[src/hdl/acs_consts.vh]
// constants of the converter sequencer: offsets, fields, resets, timing
`ifndef ACS_CONSTS_VH
`define ACS_CONSTS_VH
// ------------------------------------------------------------
// register byte offsets
// ------------------------------------------------------------
`define ACS_OFS_CTRL_A 8'h00
`define ACS_OFS_CTRL_B 8'h04
`define ACS_OFS_PINSEL 8'h08
`define ACS_OFS_PORTDIR 8'h0c
`define ACS_OFS_PULL 8'h10
`define ACS_OFS_PORTOUT 8'h14
`define ACS_OFS_PORTIN 8'h18
`define ACS_OFS_RES_HI 8'h1c
`define ACS_OFS_RES_LO 8'h20
`define ACS_OFS_IRQ 8'h24
// ------------------------------------------------------------
// converter_ctrl_a fields
// ------------------------------------------------------------
`define ACS_A_START 7
`define ACS_A_BUSY 6
`define ACS_A_POWER 5
`define ACS_A_ALIGN 4
`define ACS_A_CH_HI 3
`define ACS_A_CH_LO 0
// ------------------------------------------------------------
// converter_ctrl_b fields
// ------------------------------------------------------------
`define ACS_B_INT_HI 7
`define ACS_B_INT_LO 5
`define ACS_B_REF_HI 4
`define ACS_B_REF_LO 3
`define ACS_B_DIV_HI 2
`define ACS_B_DIV_LO 0
// ------------------------------------------------------------
// irq register fields
// ------------------------------------------------------------
`define ACS_I_FLAG 0
`define ACS_I_EN 1
`define ACS_I_GEN 2
// ------------------------------------------------------------
// codes
// ------------------------------------------------------------
`define ACS_REF_SUPPLY 2'h1
`define ACS_INT_BG 3'h1
`define ACS_INT_CUR 3'h2
`define ACS_INT_GND_A 3'h3
`define ACS_INT_GND_B 3'h4
// ------------------------------------------------------------
// reset values and the sar start code
// ------------------------------------------------------------
`define ACS_RST_BYTE 8'h00
`define ACS_RST_RES 12'h000
`define ACS_SAR_TOP 12'h800
// ------------------------------------------------------------
// timing in converter clock cycles
// ------------------------------------------------------------
`define ACS_SAMPLE_CYC 3'h4
`define ACS_CONV_CYC 4'hc
// ------------------------------------------------------------
// bus answers
// ------------------------------------------------------------
`define ACS_RESP_OKAY 2'h0
`define ACS_RESP_SLVERR 2'h2
`endif

[src/hdl/acs_sequencer.v]
// converter sequencer: axi4-lite registers, pin sharing, sample/convert fsm
`include "acs_consts.vh"

// Operation
// - analog-selected pin loses all other functions
// - pull-high removed on analog-selected pins
// - direction setting ignored on analog pins
// - reference from pin or supply by field
// - four sample plus twelve convert cycles
// - result latched half converter clock later
// - busy high during conversion, then result valid
// - power bit cleared keeps converter unpowered
// - twelve-bit result, full scale fff
// - code step is reference over 4096
// - start rise resets, start fall begins conversion
// - alignment bit selects result byte packing
// - divider field selects sysclk over 1..128
// - completion sets flag, raises enabled interrupt
module acs_sequencer #(
    parameter ADDR_W = 8,
    parameter PINS = 8
) (
    input wire clk_sys,
    input wire rst_n,
    input wire [ADDR_W-1:0] s_axi_awaddr,
    input wire s_axi_awvalid,
    output reg s_axi_awready,
    input wire [31:0] s_axi_wdata,
    input wire [3:0] s_axi_wstrb,
    input wire s_axi_wvalid,
    output reg s_axi_wready,
    output reg [1:0] s_axi_bresp,
    output reg s_axi_bvalid,
    input wire s_axi_bready,
    input wire [ADDR_W-1:0] s_axi_araddr,
    input wire s_axi_arvalid,
    output reg s_axi_arready,
    output reg [31:0] s_axi_rdata,
    output reg [1:0] s_axi_rresp,
    output reg s_axi_rvalid,
    input wire s_axi_rready,
    input wire cmp_in,
    input wire [PINS-1:0] pad_in,
    output reg [PINS-1:0] pad_out,
    output reg [PINS-1:0] pad_oe,
    output reg [PINS-1:0] pad_pull_en,
    output reg [PINS-1:0] pin_analog_en,
    output reg adc_power_on,
    output reg adc_sample,
    output reg [11:0] adc_dac_code,
    output reg adc_ext_ch_en,
    output reg [3:0] adc_ext_ch_sel,
    output reg [2:0] adc_int_src_sel,
    output reg adc_ref_from_pin,
    output reg irq_req
);
    // ------------------------------------------------------------
    // states
    // ------------------------------------------------------------
    localparam [3:0] ST_IDLE = 4'h1;
    localparam [3:0] ST_SAMPLE = 4'h2;
    localparam [3:0] ST_CONV = 4'h4;
    localparam [3:0] ST_LATCH = 4'h8;

    function [6:0] div_mask;
        input [2:0] code;
        begin
            div_mask = 7'h7f >> (3'h7 - code);
        end
    endfunction

    // ------------------------------------------------------------
    // registers
    // ------------------------------------------------------------
    reg start_q, start_prev_q, power_q, align_q, busy_q;
    reg [3:0] ch_q;
    reg [2:0] int_src_q, div_q;
    reg [1:0] ref_q;
    reg [PINS-1:0] pinsel_q, dir_q, pull_q, dout_q;
    reg [PINS-1:0] pin_meta_q, pin_sync_q;
    reg cmp_meta_q, cmp_sync_q;
    reg [7:0] res_hi_q, res_lo_q;
    reg flag_q, irq_en_q, gen_q;
    reg [3:0] state_q;
    reg [6:0] div_cnt_q, half_cnt_q;
    reg [2:0] smp_cnt_q;
    reg [3:0] bit_idx_q;
    reg [11:0] sar_q;
    reg aw_hold_q, w_hold_q;
    reg [ADDR_W-1:0] awaddr_q;
    reg [31:0] wdata_q;
    reg [3:0] wstrb_q;

    wire start_rise = start_q & ~start_prev_q;
    wire start_fall = ~start_q & start_prev_q;
    wire [6:0] mask = div_mask(div_q);
    // tick marks the end of one converter clock period
    wire tick = (div_cnt_q & mask) == mask;
    wire wr_fire = aw_hold_q & w_hold_q & ~s_axi_bvalid;
    wire wr_lane = wr_fire & wstrb_q[0];
    wire [7:0] wbyte = wdata_q[7:0];
    // a restart or power-off in the last period must not set the flag
    wire done = power_q & ~start_rise & (state_q == ST_CONV) & tick &
        (bit_idx_q == 4'h0);
    wire [7:0] ctrl_a = {start_q, busy_q, power_q, align_q, ch_q};
    wire [7:0] ctrl_b = {int_src_q, ref_q, div_q};
    wire [7:0] irq_reg = {5'h00, gen_q, irq_en_q, flag_q};
    wire [7:0] port_in = pin_sync_q & ~pinsel_q;

    function mapped;
        input [ADDR_W-1:0] a;
        begin
            mapped = (a == `ACS_OFS_CTRL_A) | (a == `ACS_OFS_CTRL_B) |
                (a == `ACS_OFS_PINSEL) | (a == `ACS_OFS_PORTDIR) |
                (a == `ACS_OFS_PULL) | (a == `ACS_OFS_PORTOUT) |
                (a == `ACS_OFS_PORTIN) | (a == `ACS_OFS_RES_HI) |
                (a == `ACS_OFS_RES_LO) | (a == `ACS_OFS_IRQ);
        end
    endfunction

    // ------------------------------------------------------------
    // axi4-lite write and read channels
    // ------------------------------------------------------------
    always @(posedge clk_sys or negedge rst_n) begin
        if (!rst_n) begin
            s_axi_awready <= 1'b0;
            s_axi_wready <= 1'b0;
            s_axi_bvalid <= 1'b0;
            s_axi_bresp <= `ACS_RESP_OKAY;
            aw_hold_q <= 1'b0;
            w_hold_q <= 1'b0;
            awaddr_q <= {ADDR_W{1'b0}};
            wdata_q <= 32'h00000000;
            wstrb_q <= 4'h0;
            s_axi_arready <= 1'b0;
            s_axi_rvalid <= 1'b0;
            s_axi_rresp <= `ACS_RESP_OKAY;
            s_axi_rdata <= 32'h00000000;
        end else begin
            s_axi_awready <= ~aw_hold_q & ~(s_axi_awvalid & s_axi_awready);
            s_axi_wready <= ~w_hold_q & ~(s_axi_wvalid & s_axi_wready);
            if (s_axi_awvalid & s_axi_awready) begin
                aw_hold_q <= 1'b1;
                awaddr_q <= s_axi_awaddr;
            end
            if (s_axi_wvalid & s_axi_wready) begin
                w_hold_q <= 1'b1;
                wdata_q <= s_axi_wdata;
                wstrb_q <= s_axi_wstrb;
            end
            if (wr_fire) begin
                s_axi_bvalid <= 1'b1;
                s_axi_bresp <= mapped(awaddr_q) ? `ACS_RESP_OKAY :
                    `ACS_RESP_SLVERR;
            end else if (s_axi_bvalid & s_axi_bready) begin
                s_axi_bvalid <= 1'b0;
                aw_hold_q <= 1'b0;
                w_hold_q <= 1'b0;
            end
            s_axi_arready <= ~s_axi_rvalid &
                ~(s_axi_arvalid & s_axi_arready);
            if (s_axi_arvalid & s_axi_arready) begin
                s_axi_rvalid <= 1'b1;
                s_axi_rresp <= mapped(s_axi_araddr) ? `ACS_RESP_OKAY :
                    `ACS_RESP_SLVERR;
                case (s_axi_araddr)
                    `ACS_OFS_CTRL_A: s_axi_rdata <= {24'h000000, ctrl_a};
                    `ACS_OFS_CTRL_B: s_axi_rdata <= {24'h000000, ctrl_b};
                    `ACS_OFS_PINSEL: s_axi_rdata <= {24'h000000, pinsel_q};
                    `ACS_OFS_PORTDIR: s_axi_rdata <= {24'h000000, dir_q};
                    `ACS_OFS_PULL: s_axi_rdata <= {24'h000000, pull_q};
                    `ACS_OFS_PORTOUT: s_axi_rdata <= {24'h000000, dout_q};
                    `ACS_OFS_PORTIN: s_axi_rdata <= {24'h000000, port_in};
                    `ACS_OFS_RES_HI: s_axi_rdata <= {24'h000000, res_hi_q};
                    `ACS_OFS_RES_LO: s_axi_rdata <= {24'h000000, res_lo_q};
                    `ACS_OFS_IRQ: s_axi_rdata <= {24'h000000, irq_reg};
                    default: s_axi_rdata <= 32'h00000000;
                endcase
            end else if (s_axi_rvalid & s_axi_rready) begin
                s_axi_rvalid <= 1'b0;
            end
        end
    end

    // ------------------------------------------------------------
    // software registers
    // ------------------------------------------------------------
    always @(posedge clk_sys or negedge rst_n) begin
        if (!rst_n) begin
            start_q <= 1'b0;
            start_prev_q <= 1'b0;
            power_q <= 1'b0;
            align_q <= 1'b0;
            ch_q <= 4'h0;
            int_src_q <= 3'h0;
            ref_q <= 2'h0;
            div_q <= 3'h0;
            pinsel_q <= `ACS_RST_BYTE;
            dir_q <= `ACS_RST_BYTE;
            pull_q <= `ACS_RST_BYTE;
            dout_q <= `ACS_RST_BYTE;
            irq_en_q <= 1'b0;
            gen_q <= 1'b0;
            flag_q <= 1'b0;
        end else begin
            start_prev_q <= start_q;
            if (wr_lane && awaddr_q == `ACS_OFS_CTRL_A) begin
                start_q <= wbyte[`ACS_A_START];
                power_q <= wbyte[`ACS_A_POWER];
                align_q <= wbyte[`ACS_A_ALIGN];
                ch_q <= wbyte[`ACS_A_CH_HI:`ACS_A_CH_LO];
            end
            if (wr_lane && awaddr_q == `ACS_OFS_CTRL_B) begin
                int_src_q <= wbyte[`ACS_B_INT_HI:`ACS_B_INT_LO];
                ref_q <= wbyte[`ACS_B_REF_HI:`ACS_B_REF_LO];
                div_q <= wbyte[`ACS_B_DIV_HI:`ACS_B_DIV_LO];
            end
            if (wr_lane && awaddr_q == `ACS_OFS_PINSEL)
                pinsel_q <= wbyte;
            if (wr_lane && awaddr_q == `ACS_OFS_PORTDIR)
                dir_q <= wbyte;
            if (wr_lane && awaddr_q == `ACS_OFS_PULL)
                pull_q <= wbyte;
            if (wr_lane && awaddr_q == `ACS_OFS_PORTOUT)
                dout_q <= wbyte;
            if (wr_lane && awaddr_q == `ACS_OFS_IRQ) begin
                irq_en_q <= wbyte[`ACS_I_EN];
                gen_q <= wbyte[`ACS_I_GEN];
            end
            // completion sets flag; set beats a same-cycle clear
            if (done)
                flag_q <= 1'b1;
            else if (wr_lane && awaddr_q == `ACS_OFS_IRQ &&
                     !wbyte[`ACS_I_FLAG])
                flag_q <= 1'b0;
        end
    end

    // ------------------------------------------------------------
    // synchronisers for pad and comparator inputs
    // ------------------------------------------------------------
    always @(posedge clk_sys or negedge rst_n) begin
        if (!rst_n) begin
            pin_meta_q <= {PINS{1'b0}};
            pin_sync_q <= {PINS{1'b0}};
            cmp_meta_q <= 1'b0;
            cmp_sync_q <= 1'b0;
        end else begin
            pin_meta_q <= pad_in;
            pin_sync_q <= pin_meta_q;
            cmp_meta_q <= cmp_in;
            cmp_sync_q <= cmp_meta_q;
        end
    end

    // ------------------------------------------------------------
    // sequencer
    // ------------------------------------------------------------
    always @(posedge clk_sys or negedge rst_n) begin
        if (!rst_n) begin
            state_q <= ST_IDLE;
            div_cnt_q <= 7'h00;
            half_cnt_q <= 7'h00;
            smp_cnt_q <= 3'h0;
            bit_idx_q <= 4'h0;
            sar_q <= `ACS_RST_RES;
            busy_q <= 1'b0;
            res_hi_q <= `ACS_RST_BYTE;
            res_lo_q <= `ACS_RST_BYTE;
        end else if (!power_q) begin
            state_q <= ST_IDLE;
            div_cnt_q <= 7'h00;
            smp_cnt_q <= 3'h0;
            bit_idx_q <= 4'h0;
            busy_q <= 1'b0;
        end else if (start_rise) begin
            state_q <= ST_IDLE;
            div_cnt_q <= 7'h00;
            sar_q <= `ACS_RST_RES;
            busy_q <= 1'b0;
        end else begin
            div_cnt_q <= tick ? 7'h00 : div_cnt_q + 7'h01;
            case (state_q)
                ST_IDLE: begin
                    if (start_fall) begin
                        state_q <= ST_SAMPLE;
                        div_cnt_q <= 7'h00;
                        smp_cnt_q <= 3'h0;
                        busy_q <= 1'b1;
                    end
                end
                ST_SAMPLE: begin
                    if (tick) begin
                        smp_cnt_q <= smp_cnt_q + 3'h1;
                        if (smp_cnt_q == `ACS_SAMPLE_CYC - 3'h1) begin
                            state_q <= ST_CONV;
                            sar_q <= `ACS_SAR_TOP;
                            bit_idx_q <= `ACS_CONV_CYC - 4'h1;
                        end
                    end
                end
                ST_CONV: begin
                    // twelve trial periods, one bit each
                    if (tick) begin
                        sar_q[bit_idx_q] <= cmp_sync_q;
                        if (bit_idx_q != 4'h0) begin
                            sar_q[bit_idx_q - 4'h1] <= 1'b1;
                            bit_idx_q <= bit_idx_q - 4'h1;
                        end else begin
                            state_q <= ST_LATCH;
                            busy_q <= 1'b0;
                            half_cnt_q <= 7'h00;
                        end
                    end
                end
                ST_LATCH: begin
                    // result pair follows converter until latched
                    half_cnt_q <= half_cnt_q + 7'h01;
                    if (half_cnt_q >= (mask >> 1))
                        state_q <= ST_IDLE;
                end
                default: state_q <= ST_IDLE;
            endcase
            if (state_q == ST_LATCH) begin
                if (align_q) begin
                    res_hi_q <= {4'h0, sar_q[11:8]};
                    res_lo_q <= sar_q[7:0];
                end else begin
                    res_hi_q <= sar_q[11:4];
                    res_lo_q <= {sar_q[3:0], 4'h0};
                end
            end
        end
    end

    // ------------------------------------------------------------
    // pin sharing and analog controls
    // ------------------------------------------------------------
    always @(posedge clk_sys or negedge rst_n) begin
        if (!rst_n) begin
            pad_out <= {PINS{1'b0}};
            pad_oe <= {PINS{1'b0}};
            pad_pull_en <= {PINS{1'b0}};
            pin_analog_en <= {PINS{1'b0}};
            adc_power_on <= 1'b0;
            adc_sample <= 1'b0;
            adc_dac_code <= `ACS_RST_RES;
            adc_ext_ch_en <= 1'b0;
            adc_ext_ch_sel <= 4'h0;
            adc_int_src_sel <= 3'h0;
            adc_ref_from_pin <= 1'b0;
            irq_req <= 1'b0;
        end else begin
            pad_out <= dout_q & ~pinsel_q;
            pad_oe <= dir_q & ~pinsel_q;
            pad_pull_en <= pull_q & ~pinsel_q;
            pin_analog_en <= pinsel_q;
            // analog circuits only powered by the enable bit
            adc_power_on <= power_q;
            adc_sample <= (state_q == ST_SAMPLE);
            // twelve-bit trial code; offsets live in the analog
            adc_dac_code <= (state_q == ST_CONV) ? sar_q : `ACS_RST_RES;
            // internal source switches the external channel off
            adc_ext_ch_en <= ~((int_src_q == `ACS_INT_BG) |
                (int_src_q == `ACS_INT_CUR) |
                (int_src_q == `ACS_INT_GND_A) |
                (int_src_q == `ACS_INT_GND_B));
            adc_ext_ch_sel <= ch_q;
            adc_int_src_sel <= int_src_q;
            adc_ref_from_pin <= (ref_q != `ACS_REF_SUPPLY);
            irq_req <= flag_q & irq_en_q & gen_q;
        end
    end
endmodule

[config.mk]
export PLATFORM = sky130hd
export DESIGN_NAME = acs_sequencer
export DESIGN_NICKNAME = d
export VERILOG_FILES = /design/src/hdl/acs_sequencer.v
export VERILOG_INCLUDE_DIRS = /design/src /design/src/hdl
export SDC_FILE = /design/constraint.sdc
export NUM_CORES = 1
export LEC_CHECK = 0
export ABC_AREA = 1
export BUFFER_PORTS_ARGS = -buffer_cell sky130_fd_sc_hd__buf_4
export CAP_MARGIN = 20
export CORE_UTILIZATION = 45
export DETAILED_ROUTE_END_ITERATION = 6
export PLACE_DENSITY = 0.66
export SLEW_MARGIN = 0
export SYNTH_ARGS = -nofsm -noshare
export SYNTH_HDL_FRONTEND = slang
export SYNTH_SLANG_ARGS = --single-unit
[constraint.sdc]
create_clock -name clk_sys -period 3.4 [get_ports clk_sys]
set_input_delay 0.68 -clock clk_sys [delete_from_list [all_inputs] [get_ports clk_sys]]
set_output_delay 0.68 -clock clk_sys [all_outputs]
set_load 0.005 [all_outputs]
==> results.sh, run 1 <==
export IMPL_status="finished clean"
export IMPL_slowest_stage="dfrtp_1"
export IMPL_path_max_fanout=35
export IMPL_power_leakage_nw=5.64
export IMPL_wl_per_cell_um=14.9
export IMPL_nets=1304
export IMPL_remaining_drc_errors=0
export IMPL_yosysWarnings=0
export IMPL_fmax_ghz=0.459
export IMPL_cts_tree="done"
export IMPL_rows=52
export IMPL_diodes=0
export IMPL_die_area_mm2=0.0218
export IMPL_top_regs="adc_dac_code x12, sar_q x12"
export IMPL_postSynth_asyncResetShare_pct=100
export IMPL_cts_hold_buf=0
export IMPL_critPathBufInv=1
export IMPL_ys_ff_latch=213
export IMPL_place_gp_congestion=0.926
export IMPL_drv_slew=0
export IMPL_cp_required_ns=3.79
export IMPL_synth_area_mm2=0.00955
export IMPL_first_iter_violations=501
export IMPL_setup_viol=0
export IMPL_htreeDepth=1
export IMPL_cp_slowest_stage_delay_ns=0.67
export IMPL_die_h_um=148
export IMPL_vias=7501
export IMPL_syn_inst=1104
export IMPL_hpwl_mm=15.8
export IMPL_synth_seq_area_share_pct=55.8
export IMPL_hold_violations=0
export IMPL_yosys_top_cells_area="dfrtp_1, nand2_1, o21ai_0, inv_1, nand3_1"
export IMPL_core_area_mm2=0.0205
export IMPL_most_common_layout_cells="nand2_1, dfrtp_1, inv_1"
export IMPL_ir_worst_vdd_uv=328
export IMPL_synth_top_cell_by_area="dfrtp_1"
export IMPL_antenna_found_initial=0
export IMPL_fin_crit_ns=2.18
export IMPL_setup_tns_final_ns=0
export IMPL_insertion_delay_ns=0.51
export IMPL_clkTransAtPathRegs_ns=0.06
export IMPL_fin_crit_sh_pct=64.1
export IMPL_finClkSkew_ns=0.0129
export IMPL_grt_max_degree=85
export IMPL_synth_top_area_share_pct=55.6
export IMPL_maxCapViolCount=0
export IMPL_drive_gt1_share_pct=15.4
export IMPL_utilization_pct=55.3
export IMPL_grt_pass1_wl_mm=37.3
export IMPL_syn_avg_cell_area_um2=8.65
export IMPL_worstMarginPinSlew_ns=0.745
export IMPL_syn2layout_area_growth_pct=18.8
export IMPL_rsz0062_at_grt="false"
export IMPL_critPathCaptureType="flip-flop"
export IMPL_grt_pass1_vias=7249
export IMPL_worstPathArrival_ns=2.57
export IMPL_port_buffers=111
export IMPL_viasPerCell=4.98
export IMPL_hold_path_class="in2async"
export IMPL_cts_buffer_depth=3
export IMPL_finalPower_w=0.00682
export IMPL_path_class="reg2reg"
export IMPL_clock_sinks=213
export IMPL_final_common_cell="nand2_1"
export IMPL_synth_edf_count=0
export IMPL_max_slew_margin_pct=50.1
export IMPL_critical_path_cell_chain="nand2_1 > nor2_4 > buf_4 > nand3_1 > a21oi_1 > nor2_1 > nand3_1 > nand2_1"
export IMPL_cts_resized_gates=0
export IMPL_post_cts_buffers=0
export IMPL_synth_main_ff_cell="dfrtp_1"
export IMPL_grt_usage_pct=21.4
export IMPL_grt_overflow=0
export IMPL_drt_pass1_iter_count=7
export IMPL_ys_types=43
export IMPL_ant_nets=0
export IMPL_initial_utilization_pct=46.6
export IMPL_boundaryPins=165
export IMPL_power_density_mw_per_mm2=601
export IMPL_cp_start_kind="flip-flop"
export IMPL_crit_family="simple AND/OR/NAND/NOR gates"
export IMPL_dieWidth_um=148
export IMPL_cts_root_buf="clkbuf_16"
export IMPL_totalWireLength_mm=22.4
export IMPL_cts_buffers=23
-- power breakdown --
group          switching [W]  leakage [nW]  internal, W
sequential          0.000275          2.87      0.00289
clock               0.000975         0.378      0.00153
combinational       0.000729          2.39     0.000415
total                0.00198          5.64      0.00484
-- cell families (layout without fill, tap and decap cells) --
group           count (synthesis)  in the layout  synth area share (%)
simple gates                  505            505                  23.0
flops                         213            213                  55.8
buf+inv                       195            303                  8.95
compound gates                165            165                  9.28
fa+ha+maj                      16             16                  2.10
xor+xnor                        9              9                 0.826
other cells                     1             26                0.0393
-- cell type report --
type,count,area (µm²)
inverters,146,549
fillers,1881,9160
repair buffers,115,895
clock buffers,35,681
well taps,270,338
flip-flops and latches,213,5330
multi-input cells,721,3450
clock inverters,7,91.3
-- per-layer routing --
layer	wire length (µm)	global-route usage [%]	vias to the layer above
met2	10400	34.4	195
met4	396	5.52	0
met3	1170	3.58	28
met5	0	0	-
li1	-	-	3682
met1	10400	30.4	3596
-- metrics by stage --
step / cell area, µm² / std cells / setup slack, ns / hold slack [ns]
4_1_cts: 11300 / 1507 / 1.24 / 0.180
3_5_place_dp: 10600 / 1465 / 1.04 / 0.336
5_1_grt: 11300 / 1507 / 1.05 / 0.199
6_report: 11300 / 1507 / 1.22 / 0.162
2_1_floorplan: 9640 / 1129 / 1.68 / 0.331
3_3_place_gp: 10600 / 1465 / 1.06 / 0.334
-- final timing paths --
check | end | slack, ns | start | cells past startpoint
max | state_q[2]$_DFFE_PN0P_ | 1.22 | power_q$_DFFE_PN0P_ | 8
min | s_axi_bvalid$_DFFE_PN0P_ | 0.16 | rst_n | 1
max reg2reg | state_q[2]$_DFFE_PN0P_ | 1.22 | power_q$_DFFE_PN0P_ | 8
min reg2reg | cmp_sync_q$_DFF_PN0_ | 0.35 | cmp_meta_q$_DFF_PN0_ | 0
max in group asynchronous | pin_meta_q[0]$_DFF_PN0_ | 2.37 | rst_n | 2
min in group clk_sys | pin_meta_q[1]$_DFF_PN0_ | 0.28 | pad_in[1] | 1
-- synth_stat cells (3+ instances only) --
library cell	number
inv_2	8
xor2_1	6
buf_2	13
nand2_1	276
nand3b_1	5
nor3b_1	3
o211ai_1	8
dfrtp_1	212
clkbuf_1	9
inv_1	134
nor2_4	3
nor3_1	11
nand4_1	8
nand3_1	77
o21ai_1	13
a21oi_1	7
ha_1	16
nor2_2	5
nand2_2	9
xnor2_1	3
buf_4	26
o21ai_2	3
nand2_4	3
nor2_1	97
o21ai_0	125
clkinv_1	3
-- worst register-to-register path, delay by kind of cell (launching register included) --
kind / cells / cell delay (ns)
simple gates: 6 / 0.82
flops: 1 / 0.67
buf+inv: 1 / 0.32
compound gates: 1 / 0.24
(Power assumes the default switching activity.)
==> inputs of run 2 (changes only) <==
- PLACE_DENSITY: 0.66 -> 0.69
- clock period: 3.4 -> 1.9 ns (I/O delays scaled with it)
==> run 2 against run 1 <==
First-iteration DRC count increased by 7.4%; sequential power increased by 78%; final cell count increased by 2.5%; combinational power increased by 91%; via count increased by 1.8%; fmax increased by 22%; routed wire length increased by 0.25%; non-clock buffer count increased by 40; global-route usage decreased by 0.079 points; highest routed layer unchanged.
==> results.sh, run 2 (synthesis gave the netlist of run 1 again) <==
export IMPL_status="finished clean"
export IMPL_setup_viol=0
export IMPL_path_max_fanout=9
export IMPL_remaining_drc_errors=0
export IMPL_grt_max_degree=61
export IMPL_ant_nets=0
export IMPL_die_area_mm2=0.0218
export IMPL_grt_usage_pct=21.4
export IMPL_final_common_cell="nand2_1"
export IMPL_cts_root_buf="clkbuf_16"
export IMPL_core_area_mm2=0.0205
export IMPL_grt_pass1_vias=7292
export IMPL_finClkSkew_ns=0.0128
export IMPL_critPathCaptureType="flip-flop"
export IMPL_boundaryPins=165
export IMPL_hold_ws_ns=0.0383
export IMPL_fmax_ghz=0.562
export IMPL_fill_cells=1839
export IMPL_top_regs="adc_dac_code x12, sar_q x12"
export IMPL_cts_buffer_depth=3
export IMPL_port_buffers=111
export IMPL_maxCapViolCount=0
export IMPL_dieWidth_um=148
export IMPL_path_class="reg2reg"
export IMPL_cp_start_kind="flip-flop"
export IMPL_die_h_um=148
export IMPL_nets=1344
export IMPL_power_leakage_nw=5.80
export IMPL_fin_crit_ns=1.78
export IMPL_initial_utilization_pct=46.6
export IMPL_cpMostUsedCell="inv_1"
export IMPL_cts_buffers=23
export IMPL_fin_crit_sh_pct=93.7
export IMPL_cp_slowest_stage_delay_ns=0.43
export IMPL_grt_overflow=0
export IMPL_most_common_layout_cells="nand2_1, dfrtp_1, buf_4"
export IMPL_worstMarginPinSlew_ns=0.700
export IMPL_htreeDepth=1
export IMPL_wl_per_cell_um=14.5
export IMPL_power_density_mw_per_mm2=1040
export IMPL_grt_pass1_wl_mm=37.1
export IMPL_drive_gt1_share_pct=17.6
export IMPL_utilization_pct=56.9
export IMPL_vias=7639
export IMPL_viasPerCell=4.94
export IMPL_insertion_delay_ns=0.52
export IMPL_hold_path_class="in2reg"
export IMPL_clock_sinks=213
export IMPL_finalPower_w=0.0121
export IMPL_critical_path_cell_chain="inv_1 > ha_2 > nand2_2 > nor2_1 > inv_1 > a21oi_2 > nand2_4 > clkinv_2 > o21ai_1 > and2_1"
export IMPL_max_slew_margin_pct=53.4
export IMPL_first_iter_violations=538
export IMPL_hold_violations=0
export IMPL_antenna_found_initial=0
export IMPL_rows=52
export IMPL_hpwl_mm=16.3
export IMPL_slowest_stage="dfrtp_1"
export IMPL_totalWireLength_mm=22.5
export IMPL_drv_slew=0
export IMPL_cp_required_ns=2.30
export IMPL_worstPathArrival_ns=2.18
export IMPL_place_gp_congestion=0.962
export IMPL_diodes=0
export IMPL_clkTransAtPathRegs_ns=0.06
export IMPL_syn2layout_area_growth_pct=22.1
export IMPL_ir_worst_vdd_uv=532
export IMPL_drt_pass1_iter_count=5
export IMPL_cts_tree="done"
## run 2: report_power, final
group,internal (W),switching (W)
registers,0.00517,0.000468
logic,0.000821,0.00136
clock network,0.00253,0.00178
## run 2: worst paths after layout
check,slack (ns),end,depth (start not counted),from
worst max-delay path,0.12,half_cnt_q[3]$_DFFE_PN0P_,10,bit_idx_q[1]$_DFFE_PN0P_
worst min-delay path,0.04,s_axi_rvalid$_DFFE_PN0P_,2,s_axi_rready
worst max register to register,0.12,half_cnt_q[3]$_DFFE_PN0P_,10,bit_idx_q[1]$_DFFE_PN0P_
worst min register to register,0.35,pin_sync_q[5]$_DFF_PN0_,0,pin_meta_q[5]$_DFF_PN0_
max in group asynchronous,0.86,s_axi_arready$_DFF_PN0_,3,rst_n
min in group asynchronous,0.37,s_axi_bvalid$_DFFE_PN0P_,2,rst_n
## run 2: through the flow
| step | worst slack [ns] | cell area, µm² | TNS (ns) | std cells |
|---|---|---|---|---|
| floorplan | 0.231 | 9640 | 0 | 1129 |
| global placement | 0.125 | 10800 | 0 | 1493 |
| detailed placement | 0.112 | 10800 | 0 | 1493 |
| CTS | 0.0958 | 11600 | 0 | 1543 |
| global route | -0.0140 | 11700 | -0.0140 | 1545 |
| finish | 0.121 | 11700 | 0 | 1545 |
## run 2: critical path, delay by kind of cell, from the launching register on
kind	cells	cell delay [ns]
compound gates	2	0.23
flops	1	0.43
buf+inv	3	0.26
fa+ha+maj	1	0.23
simple gates	4	0.51
## run 2: final cells by class
class                           instances  area [µm²]  area share [%]
Timing Repair Buffer                  155        1220            10.5
Multi-Input combinational cell        721        3480            29.9
Tap cell                              270         338            2.90
Sequential cell                       213        5330            45.8
Clock inverter                          8        85.1           0.730
Clock buffer                           32         649            5.57
Inverter                              146         549            4.71
## run 2: routing by layer
metal | wire [µm] | GRT usage (%) | vias to the layer above
met3 | 1340 | 2.87 | 28
met4 | 335 | 5.10 | 0
met1 | 10500 | 31.1 | 3623
met5 | 0 | 0 | -
met2 | 10300 | 34.0 | 226
li1 | - | - | 3762
## run 2: timing repair
item | 4_1_cts | 5_1_grt
hold buffers | 10 | 0
gates resized for setup | 0 | 6
setup buffers | 0 | 2
endpoints found under the setup margin | 0 | 9
hold endpoints to repair | 53 | 0
==> inputs of run 3 (changes only) <==
- PLACE_DENSITY: 0.69 -> default
- PLACE_DENSITY_LB_ADDON: default -> 0.05
==> run 3 against run 2 <==
Fmax grew 2.5%; sequential share of layout area is 0.39 points lower; routed wire length rose by 2.3%; count of clock-buffer cells in the layout up 2; first-iteration DRC count fell by 23%; clock skew grew 0.00057 ns; clock power rose by 10%; largest cell class unchanged; utilization increased by 0.50 points; global-route usage grew 0.69 points; highest routed layer unchanged; final cell count rose by 0.13%; sequential cell count unchanged; setup slack improved by 0.043 ns.
==> results.sh, run 3 (synthesis gave the netlist of run 1 again) <==
export IMPL_die_area_mm2=0.0218
export IMPL_fin_crit_ns=1.74
export IMPL_cts_buffer_depth=3
export IMPL_cp_required_ns=2.30
export IMPL_ir_worst_vdd_uv=811
export IMPL_power_leakage_nw=5.86
export IMPL_worstMarginPinSlew_ns=0.682
export IMPL_remaining_drc_errors=0
export IMPL_most_common_layout_cells="nand2_1, dfrtp_1, buf_4"
export IMPL_drv_slew=0
export IMPL_finClkSkew_ns=0.0134
export IMPL_route_met3_wl_mm=1.20
export IMPL_critPathCaptureType="flip-flop"
export IMPL_maxCapViolCount=0
export IMPL_rows=52
export IMPL_final_common_cell="nand2_1"
export IMPL_max_slew_margin_pct=54.5
export IMPL_pre_cts_ws_ns=0.137
export IMPL_place_gp_congestion=0.853
export IMPL_status="finished clean"
export IMPL_grt_max_degree=57
export IMPL_viasPerCell=4.87
export IMPL_antenna_found_initial=0
export IMPL_drive_gt1_share_pct=18.0
export IMPL_cts_buffers=24
export IMPL_hold_violations=0
export IMPL_core_area_mm2=0.0205
export IMPL_boundaryPins=165
export IMPL_path_max_fanout=9
export IMPL_insertion_delay_ns=0.52
export IMPL_final_setup_worst_slack_ns=0.164
export IMPL_top_regs="adc_dac_code x12, sar_q x12"
export IMPL_clkTransAtPathRegs_ns=0.06
export IMPL_syn2layout_area_growth_pct=23.2
export IMPL_cts_root_buf="clkbuf_16"
export IMPL_die_h_um=148
export IMPL_worstPathArrival_ns=2.14
export IMPL_vias=7534
export IMPL_fin_crit_sh_pct=91.4
export IMPL_setup_viol=0
export IMPL_rsz0062_at_grt="false"
export IMPL_path_class="reg2reg"
export IMPL_clock_sinks=213
export IMPL_grt_pass1_wl_mm=38.0
export IMPL_wirelength_met1_mm=11.4
export IMPL_initial_utilization_pct=46.6
export IMPL_grt_pass1_vias=7164
export IMPL_nets=1344
export IMPL_grt_overflow=0
export IMPL_grt_usage_pct=22.1
export IMPL_cts_tree="done"
export IMPL_hpwl_mm=16.6
export IMPL_diodes=0
export IMPL_first_iter_violations=413
export IMPL_fmax_ghz=0.576
export IMPL_power_density_mw_per_mm2=1070
export IMPL_fill_cells=1949
export IMPL_ant_nets=0
export IMPL_wl_per_cell_um=14.9
export IMPL_wl_met2_mm=9.98
export IMPL_highest_layer="met4"
export IMPL_dieWidth_um=148
export IMPL_port_buffers=111
export IMPL_setup_tns_final_ns=0
export IMPL_totalWireLength_mm=23.0
export IMPL_cp_start_kind="flip-flop"
export IMPL_drt_pass1_iter_count=5
export IMPL_htreeDepth=1
export IMPL_hold_path_class="in2reg"
## run 3: area by class of cell
class / instances / area, µm² / area share, %
Sequential cell: 213 / 5330 / 45.4
Clock buffer: 34 / 729 / 6.20
Tap cell: 270 / 338 / 2.87
Inverter: 146 / 549 / 4.67
Clock inverter: 9 / 100 / 0.851
Timing Repair Buffer: 154 / 1230 / 10.4
Multi-Input combinational cell: 721 / 3480 / 29.6
## run 3: power by group
group	switching [W]	internal, W
registers	0.000468	0.00517
logic	0.00137	0.000804
clock network	0.00181	0.00293
total	0.00364	0.00891
## run 3: final timing paths
kind | startpoint | end | slack (ns) | cells after the start
setup / recovery | bit_idx_q[0]$_DFFE_PN0P_ | half_cnt_q[3]$_DFFE_PN0P_ | 0.16 | 10
hold / removal | s_axi_rready | s_axi_rvalid$_DFFE_PN0P_ | 0.04 | 2
setup reg to reg | bit_idx_q[0]$_DFFE_PN0P_ | half_cnt_q[3]$_DFFE_PN0P_ | 0.16 | 10
hold reg to reg | pin_meta_q[7]$_DFF_PN0_ | pin_sync_q[7]$_DFF_PN0_ | 0.35 | 0
max in group asynchronous | rst_n | awaddr_q[7]$_DFFE_PN0P_ | 0.86 | 3
min in group asynchronous | rst_n | pin_meta_q[3]$_DFF_PN0_ | 0.39 | 2
## run 3: layer usage
metal	up-vias	track usage, %
met4	0	5.00
met3	32	2.93
met2	203	33.0
li1	3767	-
met5	-	0
met1	3532	34.0
## run 3: what timing repair did
| action | in CTS | in global routing |
|---|---|---|
| hold buffers | 10 | 0 |
| setup buffers | 0 | 1 |
| setup endpoints to repair | 0 | 20 |
| endpoints found under the hold margin | 59 | 0 |
| gates resized for setup | 0 | 7 |
## run 3: stage by stage
step / cells / utilization [%] / area (µm²) / hold slack (ns) / total power (W)
floorplan: 1129 / - / 9640 / 0.0844 / 0.00682
global placement: 1493 / 52.7 / 10800 / 0.333 / 0.00782
detailed placement: 1493 / 52.7 / 10800 / 0.335 / 0.00786
CTS: 1546 / 57.2 / 11700 / 0.0270 / 0.0126
global route: 1547 / 57.4 / 11800 / 0.0345 / 0.0132
finish: 1547 / 57.4 / 11800 / 0.0388 / 0.0126
## run 3: worst max-delay path, cell delays in order, from the launching register on
cell and delay [ns]:
dfrtp_1 0.37, inv_1 0.14, ha_2 0.24, nand2_2 0.11
nor2_1 0.11, inv_1 0.06, a21oi_2 0.17, nand2_4 0.11
clkinv_2 0.08, o21ai_1 0.05, and2_1 0.15
